===== src/logic/rdst_params.svh =====
// register offsets, field positions and reset values of the daylight-saving and time-stamp block
`ifndef RDST_PARAMS_SVH
`define RDST_PARAMS_SVH
`define RDST_OFS_STATUS        8'h07
`define RDST_OFS_PWR_CTRL      8'h09
`define RDST_OFS_MONTH_FWD     8'h15
`define RDST_OFS_WEEKDAY_FWD   8'h16
`define RDST_OFS_DATE_FWD      8'h17
`define RDST_OFS_HOUR_FWD      8'h18
`define RDST_OFS_MONTH_REV     8'h19
`define RDST_OFS_WEEKDAY_REV   8'h1A
`define RDST_OFS_DATE_REV      8'h1B
`define RDST_OFS_HOUR_REV      8'h1C
`define RDST_OFS_STAMP_M2B     8'h30
`define RDST_OFS_STAMP_B2M     8'h35
`define RDST_STAMP_BYTES       3'h5
`define RDST_BIT_APPLIED       0
`define RDST_BIT_CLEAR_STAMPS  0
`define RDST_BIT_ENABLE        7
`define RDST_BIT_WEEK_SELECT   6
`define RDST_MASK_MONTH_FWD    8'h9F
`define RDST_MASK_MONTH_REV    8'h1F
`define RDST_MASK_WEEKDAY      8'h7F
`define RDST_MASK_DATE         8'h3F
`define RDST_MASK_HOUR         8'h3F
`define RDST_RST_MONTH_FWD     8'h00
`define RDST_RST_MONTH_REV     8'h10
`define RDST_RST_FIELD         8'h00
`define RDST_WEEK_LAST         3'h7
`define RDST_BCD_FEB           5'h02
`define RDST_BCD_APR           5'h04
`define RDST_BCD_JUN           5'h06
`define RDST_BCD_SEP           5'h09
`define RDST_BCD_NOV           5'h11
`endif


===== src/logic/rdst_pkg.sv =====
// types of the daylight-saving and time-stamp block
`default_nettype none
package rdst_pkg;
  typedef logic [7:0]      rdst_byte_t;
  typedef rdst_byte_t [4:0] rdst_stamp_t;
  typedef struct packed {
    rdst_byte_t  month;
    rdst_byte_t  weekday;
    rdst_byte_t  date;
    rdst_byte_t  hour;
  } rdst_sched_t;
  typedef struct packed {
    rdst_sched_t fwd;
    rdst_sched_t rev;
    rdst_stamp_t stamp_main_to_battery;
    rdst_stamp_t stamp_battery_to_main;
    logic        m2b_taken;
    logic        dst_applied_flag;
    logic        hour_step_fwd;
    logic        hour_step_back;
    rdst_byte_t  rdata;
  } rdst_state_t;
endpackage : rdst_pkg
`default_nettype wire


===== src/logic/rdst_top.sv =====
// daylight-saving scheduler and power-switchover time stamps of the real time clock
`timescale 1ns/1ns
`default_nettype none
`include "rdst_params.svh"
module rdst_top
  import rdst_pkg::*;
(
  input  wire logic       clk,
  input  wire logic       rst_n,
  input  wire logic [7:0] reg_addr,
  input  wire logic [7:0] reg_wdata,
  input  wire logic       reg_wr,
  input  wire logic       reg_rd,
  output logic      [7:0] reg_rdata,
  input  wire logic [7:0] rtc_sec,
  input  wire logic [7:0] rtc_min,
  input  wire logic [7:0] rtc_hour,
  input  wire logic [7:0] rtc_date,
  input  wire logic [7:0] rtc_month,
  input  wire logic [2:0] rtc_dow,
  input  wire logic       rtc_leap_year,
  input  wire logic       rtc_tick,
  input  wire logic       to_battery,
  input  wire logic       to_main,
  output logic            hour_step_fwd,
  output logic            hour_step_back,
  output logic            dst_applied_flag
);

  rdst_state_t s;
  rdst_state_t next_s;

  function automatic logic [4:0] bcd_to_bin(input logic [5:0] bcd);
    logic [4:0] tens;
    tens = {3'h0, bcd[5:4]};
    return 5'((tens << 3) + (tens << 1) + {1'b0, bcd[3:0]});
  endfunction

  logic [4:0] date_bin;
  logic [4:0] month_days;
  logic [2:0] week_now;
  logic       last_week;
  logic       top_of_hour;

  always_comb begin
    date_bin = bcd_to_bin(rtc_date[5:0]);
    if (rtc_month[4:0] == `RDST_BCD_FEB) begin
      month_days = rtc_leap_year ? 5'd29 : 5'd28;
    end else if (rtc_month[4:0] == `RDST_BCD_APR || rtc_month[4:0] == `RDST_BCD_JUN ||
                 rtc_month[4:0] == `RDST_BCD_SEP || rtc_month[4:0] == `RDST_BCD_NOV) begin
      month_days = 5'd30;
    end else begin
      month_days = 5'd31;
    end
    week_now    = 3'((date_bin - 5'd1) / 5'd7 + 5'd1);
    last_week   = ({1'b0, date_bin} + 6'd7) > {1'b0, month_days};
    top_of_hour = (rtc_sec == 8'h00) && (rtc_min == 8'h00);
  end

  function automatic logic sched_match(input rdst_sched_t sc);
    logic day_ok;
    logic week_ok;
    week_ok = (sc.weekday[5:3] == `RDST_WEEK_LAST) ? last_week : (sc.weekday[5:3] == week_now);
    if (sc.weekday[`RDST_BIT_WEEK_SELECT]) begin
      day_ok = week_ok && (sc.weekday[2:0] == rtc_dow);
    end else begin
      day_ok = (sc.date[5:0] == rtc_date[5:0]);
    end
    // hour compared in the clock's own encoding, so 12h and 24h both work
    return day_ok && (sc.month[4:0] == rtc_month[4:0]) && (sc.hour[5:0] == rtc_hour[5:0]);
  endfunction

  logic fwd_hit;
  logic rev_hit;
  logic enabled;

  always_comb begin
    enabled = s.fwd.month[`RDST_BIT_ENABLE];
    // needs the clock to pass the scheduled hour after enabling
    fwd_hit = rtc_tick && top_of_hour && enabled && !s.dst_applied_flag && sched_match(s.fwd);
    rev_hit = rtc_tick && top_of_hour && enabled && s.dst_applied_flag && sched_match(s.rev);
  end

  logic [7:0] rd_mux;
  logic [7:0] m2b_ofs;
  logic [7:0] b2m_ofs;
  logic [2:0] m2b_idx;
  logic [2:0] b2m_idx;

  always_comb begin
    // offsets kept at full width so higher addresses do not alias onto a stamp
    m2b_ofs = reg_addr - `RDST_OFS_STAMP_M2B;
    b2m_ofs = reg_addr - `RDST_OFS_STAMP_B2M;
    m2b_idx = m2b_ofs[2:0];
    b2m_idx = b2m_ofs[2:0];
    rd_mux  = 8'h00;
    unique case (1'b1)
      reg_addr == `RDST_OFS_STATUS:      rd_mux = {7'h00, s.dst_applied_flag};
      reg_addr == `RDST_OFS_PWR_CTRL:    rd_mux = 8'h00;
      reg_addr == `RDST_OFS_MONTH_FWD:   rd_mux = s.fwd.month;
      reg_addr == `RDST_OFS_WEEKDAY_FWD: rd_mux = s.fwd.weekday;
      reg_addr == `RDST_OFS_DATE_FWD:    rd_mux = s.fwd.date;
      reg_addr == `RDST_OFS_HOUR_FWD:    rd_mux = s.fwd.hour;
      reg_addr == `RDST_OFS_MONTH_REV:   rd_mux = s.rev.month;
      reg_addr == `RDST_OFS_WEEKDAY_REV: rd_mux = s.rev.weekday;
      reg_addr == `RDST_OFS_DATE_REV:    rd_mux = s.rev.date;
      reg_addr == `RDST_OFS_HOUR_REV:    rd_mux = s.rev.hour;
      (reg_addr >= `RDST_OFS_STAMP_M2B) && (m2b_ofs < 8'(`RDST_STAMP_BYTES)):
        rd_mux = s.stamp_main_to_battery[m2b_idx];
      (reg_addr >= `RDST_OFS_STAMP_B2M) && (b2m_ofs < 8'(`RDST_STAMP_BYTES)):
        rd_mux = s.stamp_battery_to_main[b2m_idx];
      default:                           rd_mux = 8'h00;
    endcase
  end

  rdst_stamp_t now_stamp;
  logic        clear_req;

  always_comb begin
    now_stamp = {rtc_month, rtc_date, rtc_hour, rtc_min, rtc_sec};
    clear_req = reg_wr && (reg_addr == `RDST_OFS_PWR_CTRL) && reg_wdata[`RDST_BIT_CLEAR_STAMPS];
  end

  always_comb begin
    next_s = s;
    next_s.hour_step_fwd  = 1'b0;
    next_s.hour_step_back = 1'b0;
    next_s.rdata          = reg_rd ? rd_mux : 8'h00;

    if (reg_wr) begin
      unique case (reg_addr)
        `RDST_OFS_MONTH_FWD: begin
          next_s.fwd.month = reg_wdata & `RDST_MASK_MONTH_FWD;
          if (!reg_wdata[`RDST_BIT_ENABLE]) begin
            next_s.dst_applied_flag = 1'b0;
          end
        end
        `RDST_OFS_WEEKDAY_FWD: next_s.fwd.weekday = reg_wdata & `RDST_MASK_WEEKDAY;
        `RDST_OFS_DATE_FWD:    next_s.fwd.date    = reg_wdata & `RDST_MASK_DATE;
        `RDST_OFS_HOUR_FWD:    next_s.fwd.hour    = reg_wdata & `RDST_MASK_HOUR;
        `RDST_OFS_MONTH_REV:   next_s.rev.month   = reg_wdata & `RDST_MASK_MONTH_REV;
        `RDST_OFS_WEEKDAY_REV: next_s.rev.weekday = reg_wdata & `RDST_MASK_WEEKDAY;
        `RDST_OFS_DATE_REV:    next_s.rev.date    = reg_wdata & `RDST_MASK_DATE;
        `RDST_OFS_HOUR_REV:    next_s.rev.hour    = reg_wdata & `RDST_MASK_HOUR;
        default: begin
        end
      endcase
    end

    if (clear_req) begin
      next_s.stamp_main_to_battery = '0;
      next_s.stamp_battery_to_main = '0;
      next_s.m2b_taken             = 1'b0;
    end

    // a switch to main in the clearing cycle is still captured, a switch to battery only if m2b_taken was already clear
    if (to_battery && !s.m2b_taken) begin
      next_s.stamp_main_to_battery = now_stamp;
      next_s.m2b_taken             = 1'b1;
    end
    if (to_main) begin
      next_s.stamp_battery_to_main = now_stamp;
    end

    if (fwd_hit) begin
      next_s.hour_step_fwd    = 1'b1;
      next_s.dst_applied_flag = 1'b1;
    end
    if (rev_hit) begin
      next_s.hour_step_back   = 1'b1;
      next_s.dst_applied_flag = 1'b0;
    end
  end

  always_ff @(posedge clk or negedge rst_n) begin
    if (!rst_n) begin
      s.fwd.month             <= `RDST_RST_MONTH_FWD;
      s.fwd.weekday           <= `RDST_RST_FIELD;
      s.fwd.date              <= `RDST_RST_FIELD;
      s.fwd.hour              <= `RDST_RST_FIELD;
      s.rev.month             <= `RDST_RST_MONTH_REV;
      s.rev.weekday           <= `RDST_RST_FIELD;
      s.rev.date              <= `RDST_RST_FIELD;
      s.rev.hour              <= `RDST_RST_FIELD;
      s.stamp_main_to_battery <= '0;
      s.stamp_battery_to_main <= '0;
      s.m2b_taken             <= 1'b0;
      s.dst_applied_flag      <= 1'b0;
      s.hour_step_fwd         <= 1'b0;
      s.hour_step_back        <= 1'b0;
      s.rdata                 <= 8'h00;
    end else begin
      s <= next_s;
    end
  end

  assign reg_rdata        = s.rdata;
  assign hour_step_fwd    = s.hour_step_fwd;
  assign hour_step_back   = s.hour_step_back;
  assign dst_applied_flag = s.dst_applied_flag;

endmodule : rdst_top
`default_nettype wire


===== config.mk =====
export PLATFORM = sky130hd
export DESIGN_NAME = rdst_top
export DESIGN_NICKNAME = d
export VERILOG_FILES = /design/src/logic/rdst_pkg.sv /design/src/logic/rdst_top.sv
export VERILOG_INCLUDE_DIRS = /design/src /design/src/logic
export SDC_FILE = /design/constraint.sdc
export NUM_CORES = 1
export LEC_CHECK = 0
export ABC_AREA = 1
export BUFFER_PORTS_ARGS = -buffer_cell sky130_fd_sc_hd__buf_2
export CAP_MARGIN = 20
export CORE_UTILIZATION = 40
export DETAILED_ROUTE_END_ITERATION = 8
export GPL_ROUTABILITY_DRIVEN = 1
export SYNTH_ARGS = -nofsm -noshare
export SYNTH_HDL_FRONTEND = slang
export SYNTH_SLANG_ARGS = --single-unit

===== constraint.sdc =====
create_clock -name clk -period 2.2 [get_ports clk]
set_clock_uncertainty 0.15 [all_clocks]
set_input_delay 0.44 -clock clk [delete_from_list [all_inputs] [get_ports clk]]
set_output_delay 0.44 -clock clk [all_outputs]
set_load 0.005 [all_outputs]

==> reports/results.txt, run 1 <==
The tools report the overall overflow remaining after global route as 0. The synthesized design contains 0 enable-type register cells. The cell area that synthesis handed to floorplanning was 7721 µm². STA classifies the critical path startpoint as an input pin. The total area inside the core boundary comes to 18830 µm².

The tools report the worst max-slew margin expressed relative to the limit as 63.72%. The number of different library cells in the post-synthesis netlist is 45, and the remaining antenna violation count after routing is 0. The final reports fail on negative setup slack. Counting I/O delays and the setup requirement, the final critical path takes 2.912 ns. The global-route total usage across every layer is 26.47%. The completed layout was analyzed and its total power is 8.047 mW. During I/O placement, the number of pins put on the boundary was 78. Relative to the synthesized area, the layout overhead comes to 29.91%. In the final design database the tool counted 1217 nets. For this design the ratio of total power to cell area is 802.2 nW/µm². Summed over all layers, the routed wires come to 25.18 mm. The fraction of the cycle the final worst path needs was 132.4%; the horizontal extent of the die was 140.9 µm.

For flop-to-flop paths, the worst setup slack is 0.16 ns. Number of fill cells in the layout: 1835. The top cell types in the final layout, fill and taps aside, are inv_1, nand2_1, dfrtp_1. The repair_antennas step left the layout with diodes totalling 0.

The number of design-rule violations left by the first detailed-router iteration is 649, and the synthesis warning total is 0. Across the VDD grid, the largest voltage drop is 0.0004414 V. In this design, the stage delay of the slowest critical-path cell is 0.30 ns.

The fraction of power spent switching nets was 32.04%. For this run, asynchronously set or reset flops after synthesis account for 100.0%. Transition time at the pin with the least slew margin: 0.5443 ns.

The via count of the first global-routing pass is 7089. Summing the sequential cell areas from Yosys gives 45.71% of the chip area. The total via count after detailed routing is 7402. The proportion of layout cells with a drive suffix above 1 is 25.63%, and the max-slew violation count is 0. The tools report the final hold violation count as 0. The worst-path cell with the longest stage delay is ha_4. The number of nets handed over by synthesis was 1054.

Along the worst path, the maximum fanout reaches 4. Placed instance area: 9246 µm². Data required time of the critical path: 2.38 ns. In the synthesized netlist the dominant register cell turns out to be dfrtp_1. Port buffering added 77 buffers.

The slack of the critical path was -0.7123 ns. Counting stages on the worst path, the most repeated cell is nand2_1. The path depth of the worst reg2reg path is 8, and the initial core utilization is 41.00%.

The first global-routing pass estimated 39.71 mm of wire. The synthesized design contains 141 register bits. In the routed layout, each cell is associated on average with a via count of 5.261.

Filler-free cell count of the finished design: 1407. The tree is rooted in a clkbuf_16. The tools report the portion of total power attributed to sequential cells as 40.6%. For the number of max-cap violations, the log shows 0. Setup violations remaining at the end of the flow were counted as 3. TritonCTS built the clock tree.

In this run the mean area of a mapped cell was 7.952 µm². The standby leakage power was 4.911 nW. Synthesis handed over a netlist of 971 instances.

The initial antenna violation count is 0, and the detailed-router iteration count before antenna repair is 7. Setup repair after global routing could not meet its margin everywhere. The classification of the worst-slack hold path is in -> reg. The launch point of the worst reg-to-reg path is dst_applied_flag. For the maximum clock frequency, the log shows 343.4 MHz.

The H-tree was split into 4 levels. The most common cell after layout, fill and taps aside is inv_1. The average wire per standard cell is 17.89 µm, and the clock-pin slew on the worst setup and hold paths is 0.06 ns. Cell internal power was estimated by the tool at 5.468 mW. In the routed design, unresolved DRC markers number 0. The die outline height was 140.9 µm; the clock share of power was 34.6%. The die covers 19860 µm². Summing all non-filler instances in the final layout gives an area of 10030 µm². At the worst endpoint, the arrival time is 3.09 ns.

Routability-driven placement finished with a final weighted congestion of 0.9295. The combinational power share is 24.7%, and the latest clock arrival within the worst-skew pair is 0.43 ns. The site row count was 50.

The run gives 48 as the maximum number of pins on one net before global-route repair. After legalization and detailed placement, the total HPWL measured 19.00 mm. STA classifies the critical path endpoint as a register. The tools report the critical path startpoint as rtc_date[5].

The critical path ends at dst_applied_flag. The number of buffers created by CTS is 17. The run finished, with violations left. The worst register-to-register path ends at dst_applied_flag.

The worst setup path category is in -> reg. Once placement completed, the tool counted placed cells totaling 1371. For this design the total switching power over the nets is 2.579 mW. Total number of clock tree sinks: 141. Counting along the longest clock path gives a buffer depth of 2.
logic make-up (layout without fill, tap and decap cells):
logic type	Yosys count	after routing	share of synthesized area, %
AO/OA/AOI/OAI	272	272	20.47
AND/OR/NAND/NOR	302	302	17.94
adder cells (fa/ha/maj)	16	16	2.593
buffers and inverters	223	399	11.26
flip-flops	141	141	45.71
XOR/XNOR	17	17	2.026
state kept, by name, indices dropped and copies added (netlist names):
signal	flops
s	129
hour_step_back	1
reg_rdata	8
enabled	1
dst_applied_flag	1
hour_step_fwd	1
critical path: cells and delay by family:
kind | cells | cell delay [ns]
AND/OR/NAND/NOR | 19 | 1.38
AO/OA/AOI/OAI | 1 | 0.07
buffers and inverters | 4 | 0.30
adder cells (fa/ha/maj) | 3 | 0.77
XOR/XNOR | 1 | 0.13
metrics by stage:
stage | setup slack [ns] | TNS [ns] | hold slack (ns) | util [%]
global placement | -1.155 | -5.137 | 0.2747 | 49.10
global route | -0.9286 | -2.632 | 0.08857 | 53.27
CTS | -0.6752 | -1.898 | 0.07878 | 52.75
floorplan | -0.8994 | -2.613 | -0.005591 | -
detailed placement | -1.233 | -5.507 | 0.2739 | 49.10
finish | -0.7123 | -2.070 | 0.08789 | 53.27
cell type report:
type                       count  area, µm²  area share (%)
sequential                   141       3530           35.19
clock inverter                14      133.9           1.335
multi-input combinational    607       3613           36.02
inverter                     179      689.4           6.873
clock buffer                  18      429.2           4.278
tap                          260      325.3           3.243
timing repair buffer         188       1310           13.06
routing by layer:
metal | part of all wire, % | vias up | GRT usage [%]
met4 | 1.8 | 0 | 7.551
li1 | - | 3582 | -
met5 | 0 | - | 0
met2 | 46 | 224 | 41.29
met3 | 5.7 | 34 | 4.450
met1 | 46 | 3562 | 37.84
synth_stat cells, types with 2 or more instances:
| library cell | n | share of area [%] |
|---|---|---|
| clkbuf_1 | 29 | 1.4 |
| buf_4 | 8 | 0.78 |
| a31oi_1 | 4 | 0.32 |
| a2111oi_0 | 2 | 0.23 |
| a22o_1 | 3 | 0.34 |
| o22ai_1 | 79 | 6.4 |
| nand4_1 | 13 | 1.1 |
| nand3_1 | 40 | 2.6 |
| xor2_1 | 11 | 1.2 |
| nor4b_1 | 2 | 0.23 |
| clkinv_1 | 3 | 0.15 |
| o21ai_0 | 110 | 7.1 |
| buf_1 | 5 | 0.24 |
| inv_1 | 173 | 8.4 |
| nor2_1 | 41 | 2.0 |
| xnor2_1 | 5 | 0.57 |
| nand2_1 | 162 | 7.9 |
| nor4_1 | 8 | 0.65 |
| ha_1 | 16 | 2.6 |
| buf_2 | 2 | 0.13 |
| nand3_2 | 6 | 0.78 |
| nand2_2 | 11 | 0.89 |
| nor3_2 | 5 | 0.65 |
| dfrtp_1 | 140 | 45 |
| inv_2 | 3 | 0.15 |
| a221oi_1 | 10 | 1.1 |
| a21oi_1 | 45 | 2.9 |
| a22oi_1 | 7 | 0.68 |
| nor3_1 | 5 | 0.32 |
| or2_2 | 4 | 0.32 |
| a211oi_1 | 5 | 0.49 |
how the worst min path moves through the flow:
stage | from | cells after the start | end
global route | reg_rd | 3 | reg_rdata[0]
floorplan | rst_n | 0 | dst_applied_flag
finish | reg_rd | 3 | reg_rdata[0]
CTS | reg_rd | 3 | reg_rdata[0]
global placement | rst_n | 1 | s[42]
detailed placement | rst_n | 1 | s[42]
power groups by stage:
stage | logic (mW) | clock network [mW] | registers, mW
2_1_floorplan | 1.20 | 0 | 3.24
3_3_place_gp | 1.84 | 0 | 3.29
3_5_place_dp | 1.87 | 0 | 3.31
4_1_cts | 1.93 | 2.80 | 3.26
5_1_grt | 2.21 | 2.93 | 3.31
6_report | 1.99 | 2.79 | 3.27
what timing repair did:
item / 4_1_cts / 5_1_grt
setup buffers: 1 / 2
pin swaps: 17 / 22
endpoints found under the hold margin: 41 / 0
setup endpoints to repair: 3 / 3
hold buffers: 1 / 0
cloned: 0 / 0
gates resized for setup: 25 / 19
(Power assumes the default switching activity.)
==> run 2, diff against run 1 <==
--- a/config.mk
+++ b/config.mk
@@ -6,12 +6,12 @@
 export SDC_FILE = /design/constraint.sdc
 export NUM_CORES = 1
 export LEC_CHECK = 0
-export ABC_AREA = 1
 export BUFFER_PORTS_ARGS = -buffer_cell sky130_fd_sc_hd__buf_2
 export CAP_MARGIN = 20
 export CORE_UTILIZATION = 40
 export DETAILED_ROUTE_END_ITERATION = 8
 export GPL_ROUTABILITY_DRIVEN = 1
+export SETUP_SLACK_MARGIN = 0.02
 export SYNTH_ARGS = -nofsm -noshare
 export SYNTH_HDL_FRONTEND = slang
 export SYNTH_SLANG_ARGS = --single-unit
==> run 2 against run 1 <==
  * The run still ends with negative setup slack left
  * Sequential cell count unchanged
  * Synthesized cell count down 14%
  * Critical endpoint is now hour_step_back
  * Sequential share of layout area is 1.5 points lower
  * Count of clock-buffer cells in the layout rose by 1
  * Largest cell class unchanged
  * Final cell count fell by 8.6%
  * Worst hold slack improved by 0.0078 ns
  * Power shrank 0.33%
  * Die area increased by 3.4%
  * Design area is 4.5% higher
==> reports/results.txt, run 2 <==
The run finished, with violations left. The final reports fail on negative setup slack. The register with the most flip-flops in the layout has 129 of them. The number of design-rule violations left by the first detailed-router iteration is 492, and the number of flops mapped to enable cells by yosys is 0. The ratio of total power to cell area is 765.4 nW/µm², and the routability congestion estimate from global placement is 0.8585. STA classifies the critical path startpoint as an input pin. The tree is rooted in a clkbuf_16. The library cell used most frequently in the layout, excluding fill and tap cells, is nand2_1. The detail route stage leaves a number of antenna-violating nets equal to 0. Classification of the worst-slack hold path: in -> reg. Detailed routing inserted a total of 6970 vias. Most repeated cell in the gate-level netlist after synthesis: nand2_1. The mapped netlist covers 7986 µm². The initial core utilization was 40.90%; the slack of the critical path was -1.426 ns. For the worst setup path, the data required time is 2.40 ns. Setup violations remaining at the end of the flow were counted as 3.

Kind of end point of the critical path: a register. For the post-placement worst setup slack, the log shows -2.061 ns. The floorplan step defined a core boundary enclosing 19530 µm². In this run, distinct cell masters in the synthesized netlist total 64. The clock drives 141 sinks. Dividing the detail-routed via count by the number of cells gives 5.420. Sorting the synthesized cells by area gives the leading types as dfrtp_1, nand2_1, mux2_2. Per-instance average area after synthesis: 9.599 µm².

Fraction of synthesized cell area taken by the top area cell type: 43.87%. The via count of the first global-routing pass was 7009; the maximum vdd drop was 0.0005578 V. The data arrival at the endpoint of the critical path came out at 3.83 ns. s holds more flip-flops than any other register. The horizontal extent of the die works out to 143.3 µm. In this run the static leakage power is 4.821 nW. The maximum clock frequency is 275.8 MHz, and the fraction of power spent switching nets is 28.67%. The run gives 25.97% as the global-route total usage across every layer. The maximum number of pins on one net before global-route repair is 82. Setup repair after global routing could not meet its margin everywhere.

The number of buffers created by CTS was 17; the async set-or-reset flop fraction in the synthesized netlist was 100.0%. Internal cell power: 5.721 mW. The logs give 25.01 mm for the final wirelength and 2 for the clock tree buffer depth.

The area growth from synthesis to layout works out to 31.21%. The global-route wire length before repair was 39.41 mm; the combinational power share was 21.7%. The run gives 0 as the initial antenna violation count.

The fraction of the core area covered by cells at the end of the flow was 53.67%. The time the worst path needs with I/O delays and setup works out to 3.626 ns. The logs give 1091 for the count of nets after finishing and 0 for the final hold violation count.

The number of remaining DRC errors was 0; the number of H-tree branching levels was 4. The floorplan has 51 rows. For the number of nets in the synthesized netlist, the log shows 915. The commonest cells after synthesis are nand2_1, dfrtp_1, o21ai_0, mux2_2, clkbuf_1.

Dividing the final minimum period by the clock period gives 164.8%. 78 I/O pins were placed. The synthesis warning total came out at 0. In this run the vertical extent of the chip is 143.3 µm. Area enclosed by the die boundary: 20530 µm². The worst max-slew margin expressed relative to the limit came out at 68.25%. The worst setup path category was in -> reg. The predominant post-synthesis flop cell was dfrtp_1.

The detailed-router iteration count before antenna repair was 6; the count of state elements after synthesis was 141. The wire-length estimate of the detail-placed layout is 18.62 mm. The transition time at the pin with the least slew margin came out at 0.4702 ns. The run gives 0 as the number of max-cap violations. Sequential cells account for 40.0% of the total power.

The max-slew violation count was 0. Total of buffers placed on input and output ports: 77. The largest fanout on the critical path is 6, and the part of the Yosys area used for sequential elements is 44.20%. TritonCTS built the clock tree. For the reported net switching power, the log shows 2.299 mW.

Count of antenna diodes in the layout: 0. For the final-layout setup total negative slack, the log shows -4.235 ns. The post-route netlist has 35.46% of its cells at a drive strength greater than 1. The clock-pin slew on the worst setup and hold paths is 0.06 ns. The largest total area in the synthesized netlist belongs to dfrtp_1. The later pin in the worst-skew pair is clocked with a latency of 0.43 ns. The run gives 0 as the overall overflow remaining after global route. The clock share of power is 38.3%, and the average wire per standard cell is 19.45 µm. The library cells used most frequently in the layout, excluding fill and tap cells, are nand2_1, dfrtp_1, buf_4.

The run gives 832 as the synthesized instance count.
[run 2: cell count changes after synthesis, moves of 11 or more]
cell / previous run / this run
inv_1: 173 / 10
o22ai_1: 79 / 6
mux2_2: 0 / 49
nand3_1: 40 / 8
xnor2_1: 5 / 35
a21oi_1: 45 / 16
nand2_1: 162 / 184
o21ai_0: 110 / 92
clkbuf_1: 29 / 46
mux4_2: 0 / 16
a22oi_1: 7 / 19
nand2_2: 11 / 0
[run 2: metrics by stage]
stage | instances | total power, mW | hold slack [ns] | instance area [µm²]
final | 1286 | 8.020 | 0.09568 | 10480
after global routing | 1286 | 8.386 | 0.1112 | 10480
after CTS | 1284 | 8.050 | 0.08117 | 10460
after detailed placement | 1246 | 4.921 | 0.07784 | 9701
after global placement | 1246 | 4.877 | 0.07876 | 9701
after floorplan | 832 | 4.219 | -0.005591 | 8245
[run 2: critical path, cell delays in order]
cell	delay (ns)
buf_8	0.10
ha_4	0.27
xnor2_4	0.25
nand2_2	0.12
a2111oi_4	0.38
a21oi_2	0.08
and2_4	0.18
ha_4	0.20
and3_4	0.13
and3_4	0.18
a211oi_4	0.20
inv_2	0.07
ha_4	0.29
nand2_1	0.05
nor2_1	0.09
o21ai_1	0.08
mux2i_1	0.20
or3b_4	0.40
a31oi_1	0.13
[run 2: cells by family (layout without fill, tap and decap cells)]
logic type	count (synthesis)	after routing	synth area share [%]
and+or+nand+nor	307	307	17.20
AOI/OAI and AO/OA	176	176	14.01
muxes	67	67	11.67
xor gates and xnor gates	55	55	6.580
DFF	141	141	44.20
buffers and inverters	70	259	3.838
adders and majority gates	16	16	2.507
[run 2: timing repair]
item	4_1_cts	5_1_grt
hold buffers	1	0
hold endpoints to repair	140	0
pin swaps	12	11
setup endpoints to repair	3	12
buffers inserted	5	2
resized for setup	18	5
[run 2: final timing paths]
kind                         startpoint                to  cells past startpoint  slack, ns
hold / removal             rtc_month[6]             s[50]                      3        0.1
setup / recovery            rtc_date[2]    hour_step_back                     19      -1.43
min in group asynchronous         rst_n             s[14]                      2       0.20
max in group asynchronous         rst_n            s[120]                      3       1.07
hold reg to reg                   s[26]             s[26]                      2       0.37
setup reg to reg                enabled  dst_applied_flag                      7      -0.08
[run 2: cell type report]
| class | instances | area (µm²) |
|---|---|---|
| inverters | 10 | 45.04 |
| fillers | 1828 | 9047 |
| repair buffers | 217 | 1545 |
| clock inverters | 13 | 175.2 |
| clock buffers | 19 | 452.9 |
| well taps | 265 | 331.6 |
| flip-flops and latches | 141 | 3530 |
| multi-input cells | 621 | 4399 |
[run 2: per-layer routing]
| layer | up-vias | wire, µm | GRT usage (%) |
|---|---|---|---|
| met4 | 0 | 615 | 8.903 |
| met1 | 3455 | 11470 | 35.76 |
| li1 | 3291 | - | - |
| met3 | 35 | 1192 | 4.665 |
| met5 | - | 0 | 0 |
| met2 | 189 | 11740 | 41.26 |
[run 2: power groups by stage]
stage	sequential [mW]	combinational [mW]	clock, mW
finish	3.21	1.74	3.07
global route	3.25	1.93	3.20
CTS	3.21	1.73	3.11
detailed placement	3.25	1.67	0
global placement	3.24	1.64	0
floorplan	3.16	1.06	0
==> run 3, diff against run 2 <==
--- a/config.mk
+++ b/config.mk
@@ -11,6 +11,7 @@
 export CORE_UTILIZATION = 40
 export DETAILED_ROUTE_END_ITERATION = 8
 export GPL_ROUTABILITY_DRIVEN = 1
+export REMOVE_ABC_BUFFERS = 1
 export SETUP_SLACK_MARGIN = 0.02
 export SYNTH_ARGS = -nofsm -noshare
 export SYNTH_HDL_FRONTEND = slang
==> run 3 against run 2 <==
  * The flow still finishes with violations (negative setup slack)
  * Via count barely moved
  * Worst setup slack got worse by 0.13 ns
  * Die area stayed put
  * Worst hold slack worse by 0.014 ns
  * Register-to-register slack gained 0.02 ns
  * Power shrank 3.2%
  * Sequential cell count unchanged
  * Sequential power about the same
  * Utilization is 0.51 points lower
  * Routed wire length is 2.1% lower
  * Largest power group unchanged
  * Highest routed layer unchanged
==> reports/results.txt, run 3 (synthesized netlist as in run 2, its figures left out) <==
The checks that failed: negative setup slack. The clock drives 141 sinks. Entering global routing, the biggest net connects 81 pins.

Data arrives at the worst endpoint at 3.92 ns. The count of nets after finishing was 1097. For the post-detailed-placement half-perimeter wirelength, the log shows 18.28 mm. In the layout the commonest cells are nand2_1, dfrtp_1, buf_4. IR analysis of the VDD net gives a maximum drop of 0.0004697 V.

The clock share of power is 36.4%, and the total length of routed met2 wires is 10.96 mm. The detailed-router iteration count before antenna repair was 6. For the worst flop-to-flop path, the logic depth is 7. The library cell appearing most often on the critical path is ha_4. The proportion of layout cells with a drive suffix above 1 was 34.18%; the combinational power share was 22.4%. The worst hold margin was 0.08173 ns; the data required time of the critical path was 2.37 ns. The repair_antennas step left the layout with diodes totalling 0. The run gives 11.28 mm as the met1 layer wirelength in the final routing. The highest metal layer carrying signal wires in the routed design is met4. The global-route wire length before repair is 38.91 mm, and the wire length on met3 is 1.516 mm. The slack of the critical path is -1.551 ns, and the number of flip-flops in the largest register is 129. The run gives 4.802 nW as the standby leakage power. For the internal cell power, the log shows 5.541 mW. Compared with the post-synthesis result, the final layout area differs by 29.97%. The site row count is 51, and the horizontal extent of the die is 143.3 µm. For the initial antenna violation count, the log shows 0. Final hold violation count: 0. For the overall overflow remaining after global route, the log shows 0. Pin placement for this block handled 78 I/O pins. The classification of the worst-slack hold path is in -> reg.

The number of cells traversed by the worst hold path is 3. The fraction of the cycle the final worst path needs was 170.5%; the max-slew violation count was 0. The total via count after detailed routing is 6974, and the remaining antenna violation count after routing is 0.

The average vias per placed instance was 5.398. Setup repair after global routing could not meet its margin everywhere. For this block, the routed nets add up to 24.49 mm of wire. The root buffer cell is clkbuf_16. The tools report the global-route total usage across every layer as 25.58%.

Based on the critical path, the design can be clocked at up to 266.6 MHz. Once layout is complete, the utilization of the core stands at 53.16%. The slowest stage of the critical path is the a2111oi_4 cell. The portion of total power attributed to sequential cells came out at 41.2%. The run finished, with violations left.

After detailed routing, the number of remaining DRC violations is 0. The most common cell after layout, fill and taps aside was nand2_1. The worst setup path is captured at a register. Headroom to the max-slew limit came out at 65.14%. In this design, the stage delay of the slowest critical-path cell is 0.38 ns. The filler-free cell count of the finished design is 1292, and the clock-pin slew on the worst setup and hold paths is 0.06 ns.

For the via count of the first global-routing pass, the log shows 6924. The critical path goes through buf_6, ha_4, xnor2_4, buf_6, nand2_1, a2111oi_4, a21oi_4, and2_4, ha_4, and3_4, and3_4, a211oi_4, inv_2, ha_4, nand2_1, nor2_1, o21ai_1, mux2i_1, buf_4, nand3b_1, o21ai_1, a21bo_1. After layout, the minimum clock period comes to 3.751 ns.

Counting along the longest clock path gives a buffer depth of 2. The standard cell core area was 19530 µm². Measured along the y axis, the die boundary spans 143.3 µm. Including well taps, the total number of placed cells is 1249.

The final setup violation count is 3, and the ratio of total power to cell area is 748.2 nW/µm². Latest clock arrival within the worst-skew pair: 0.43 ns. Number of max-cap violations: 0.

Counting the buffers created by CTS gives 17. The initial utilization of the core area, before any placement, comes to 40.90%. CTS built an H-tree with a depth of 4.

At the pin with the least slew margin, the transition time is 0.5181 ns. By startpoint and endpoint, the worst setup path is classified as in -> reg. In the final routed layout, each cell accounts on average for 18.95 µm. The congestion estimate from routability-driven global placement came to 0.9488.

Net switching is 28.65% of the power. In this run, the number of DRC markers left after iteration 0 of detailed routing was 504. Counting flops per register, the top entry is s. STA classifies the critical path startpoint as an input pin.

Area enclosed by the die boundary: 20530 µm². Summed over all nets, the switching power comes to 2.226 mW. Input and output buffers added on the ports amount to 77. TritonCTS built the clock tree. In this run the worst path has a maximum fanout of 4.
-- run 3: layer usage --
metal  up-vias  track usage (%)
met5         -                0
met4         0            10.19
met3        46            5.565
met2       216            39.13
met1      3418            35.26
li1       3294                -
-- run 3: through the flow --
| step | instance area [µm²] | power [mW] | setup TNS [ns] | setup slack, ns |
|---|---|---|---|---|
| floorplan | 7717 | 4.073 | -34.35 | -2.206 |
| global placement | 9537 | 4.775 | -12.09 | -2.429 |
| detailed placement | 9537 | 4.806 | -12.17 | -2.472 |
| CTS | 10280 | 7.756 | -4.138 | -1.412 |
| global route | 10380 | 8.155 | -4.979 | -1.699 |
| finish | 10380 | 7.767 | -4.505 | -1.551 |
-- run 3: repair_timing --
item | CTS | global route
gates resized for setup | 25 | 13
pin swaps | 18 | 12
buffers inserted | 4 | 6
hold buffers | 1 | 0
endpoints found under the setup margin | 3 | 5
hold endpoints to repair | 113 | 0
-- run 3: power by group through the flow --
stage / registers, mW / logic [mW] / clock network (mW)
floorplan: 3.16 / 0.912 / 0
global placement: 3.23 / 1.54 / 0
detailed placement: 3.23 / 1.57 / 0
CTS: 3.19 / 1.69 / 2.87
global route: 3.24 / 1.93 / 2.99
finish: 3.20 / 1.74 / 2.83
-- run 3: critical path: cells and delay by family --
| kind | cells | cell delay [ns] |
|---|---|---|
| adders and majority gates | 3 | 0.82 |
| buffers and inverters | 4 | 0.44 |
| muxes | 1 | 0.20 |
| and+or+nand+nor | 7 | 0.79 |
| xor gates and xnor gates | 1 | 0.14 |
| AOI/OAI and AO/OA | 6 | 1.08 |
-- run 3: final timing paths --
path	startpoint	end	slack, ns
worst max-delay path	rtc_date[5]	dst_applied_flag	-1.55
worst min register to register	s[76]	s[76]	0.36
min in group asynchronous	rst_n	s[145]	0.27
max in group asynchronous	rst_n	s[120]	0.99
worst min-delay path	rtc_month[5]	s[89]	0.08
worst max register to register	s[97]	dst_applied_flag	-0.06
-- run 3: area by class of cell --
cell class,instances,area (µm²)
fillers,1814,9146
clock buffers,19,432.9
inverters,10,37.54
well taps,265,331.6
multi-input cells,621,4297
repair buffers,223,1610
flip-flops and latches,141,3530
clock inverters,13,141.4
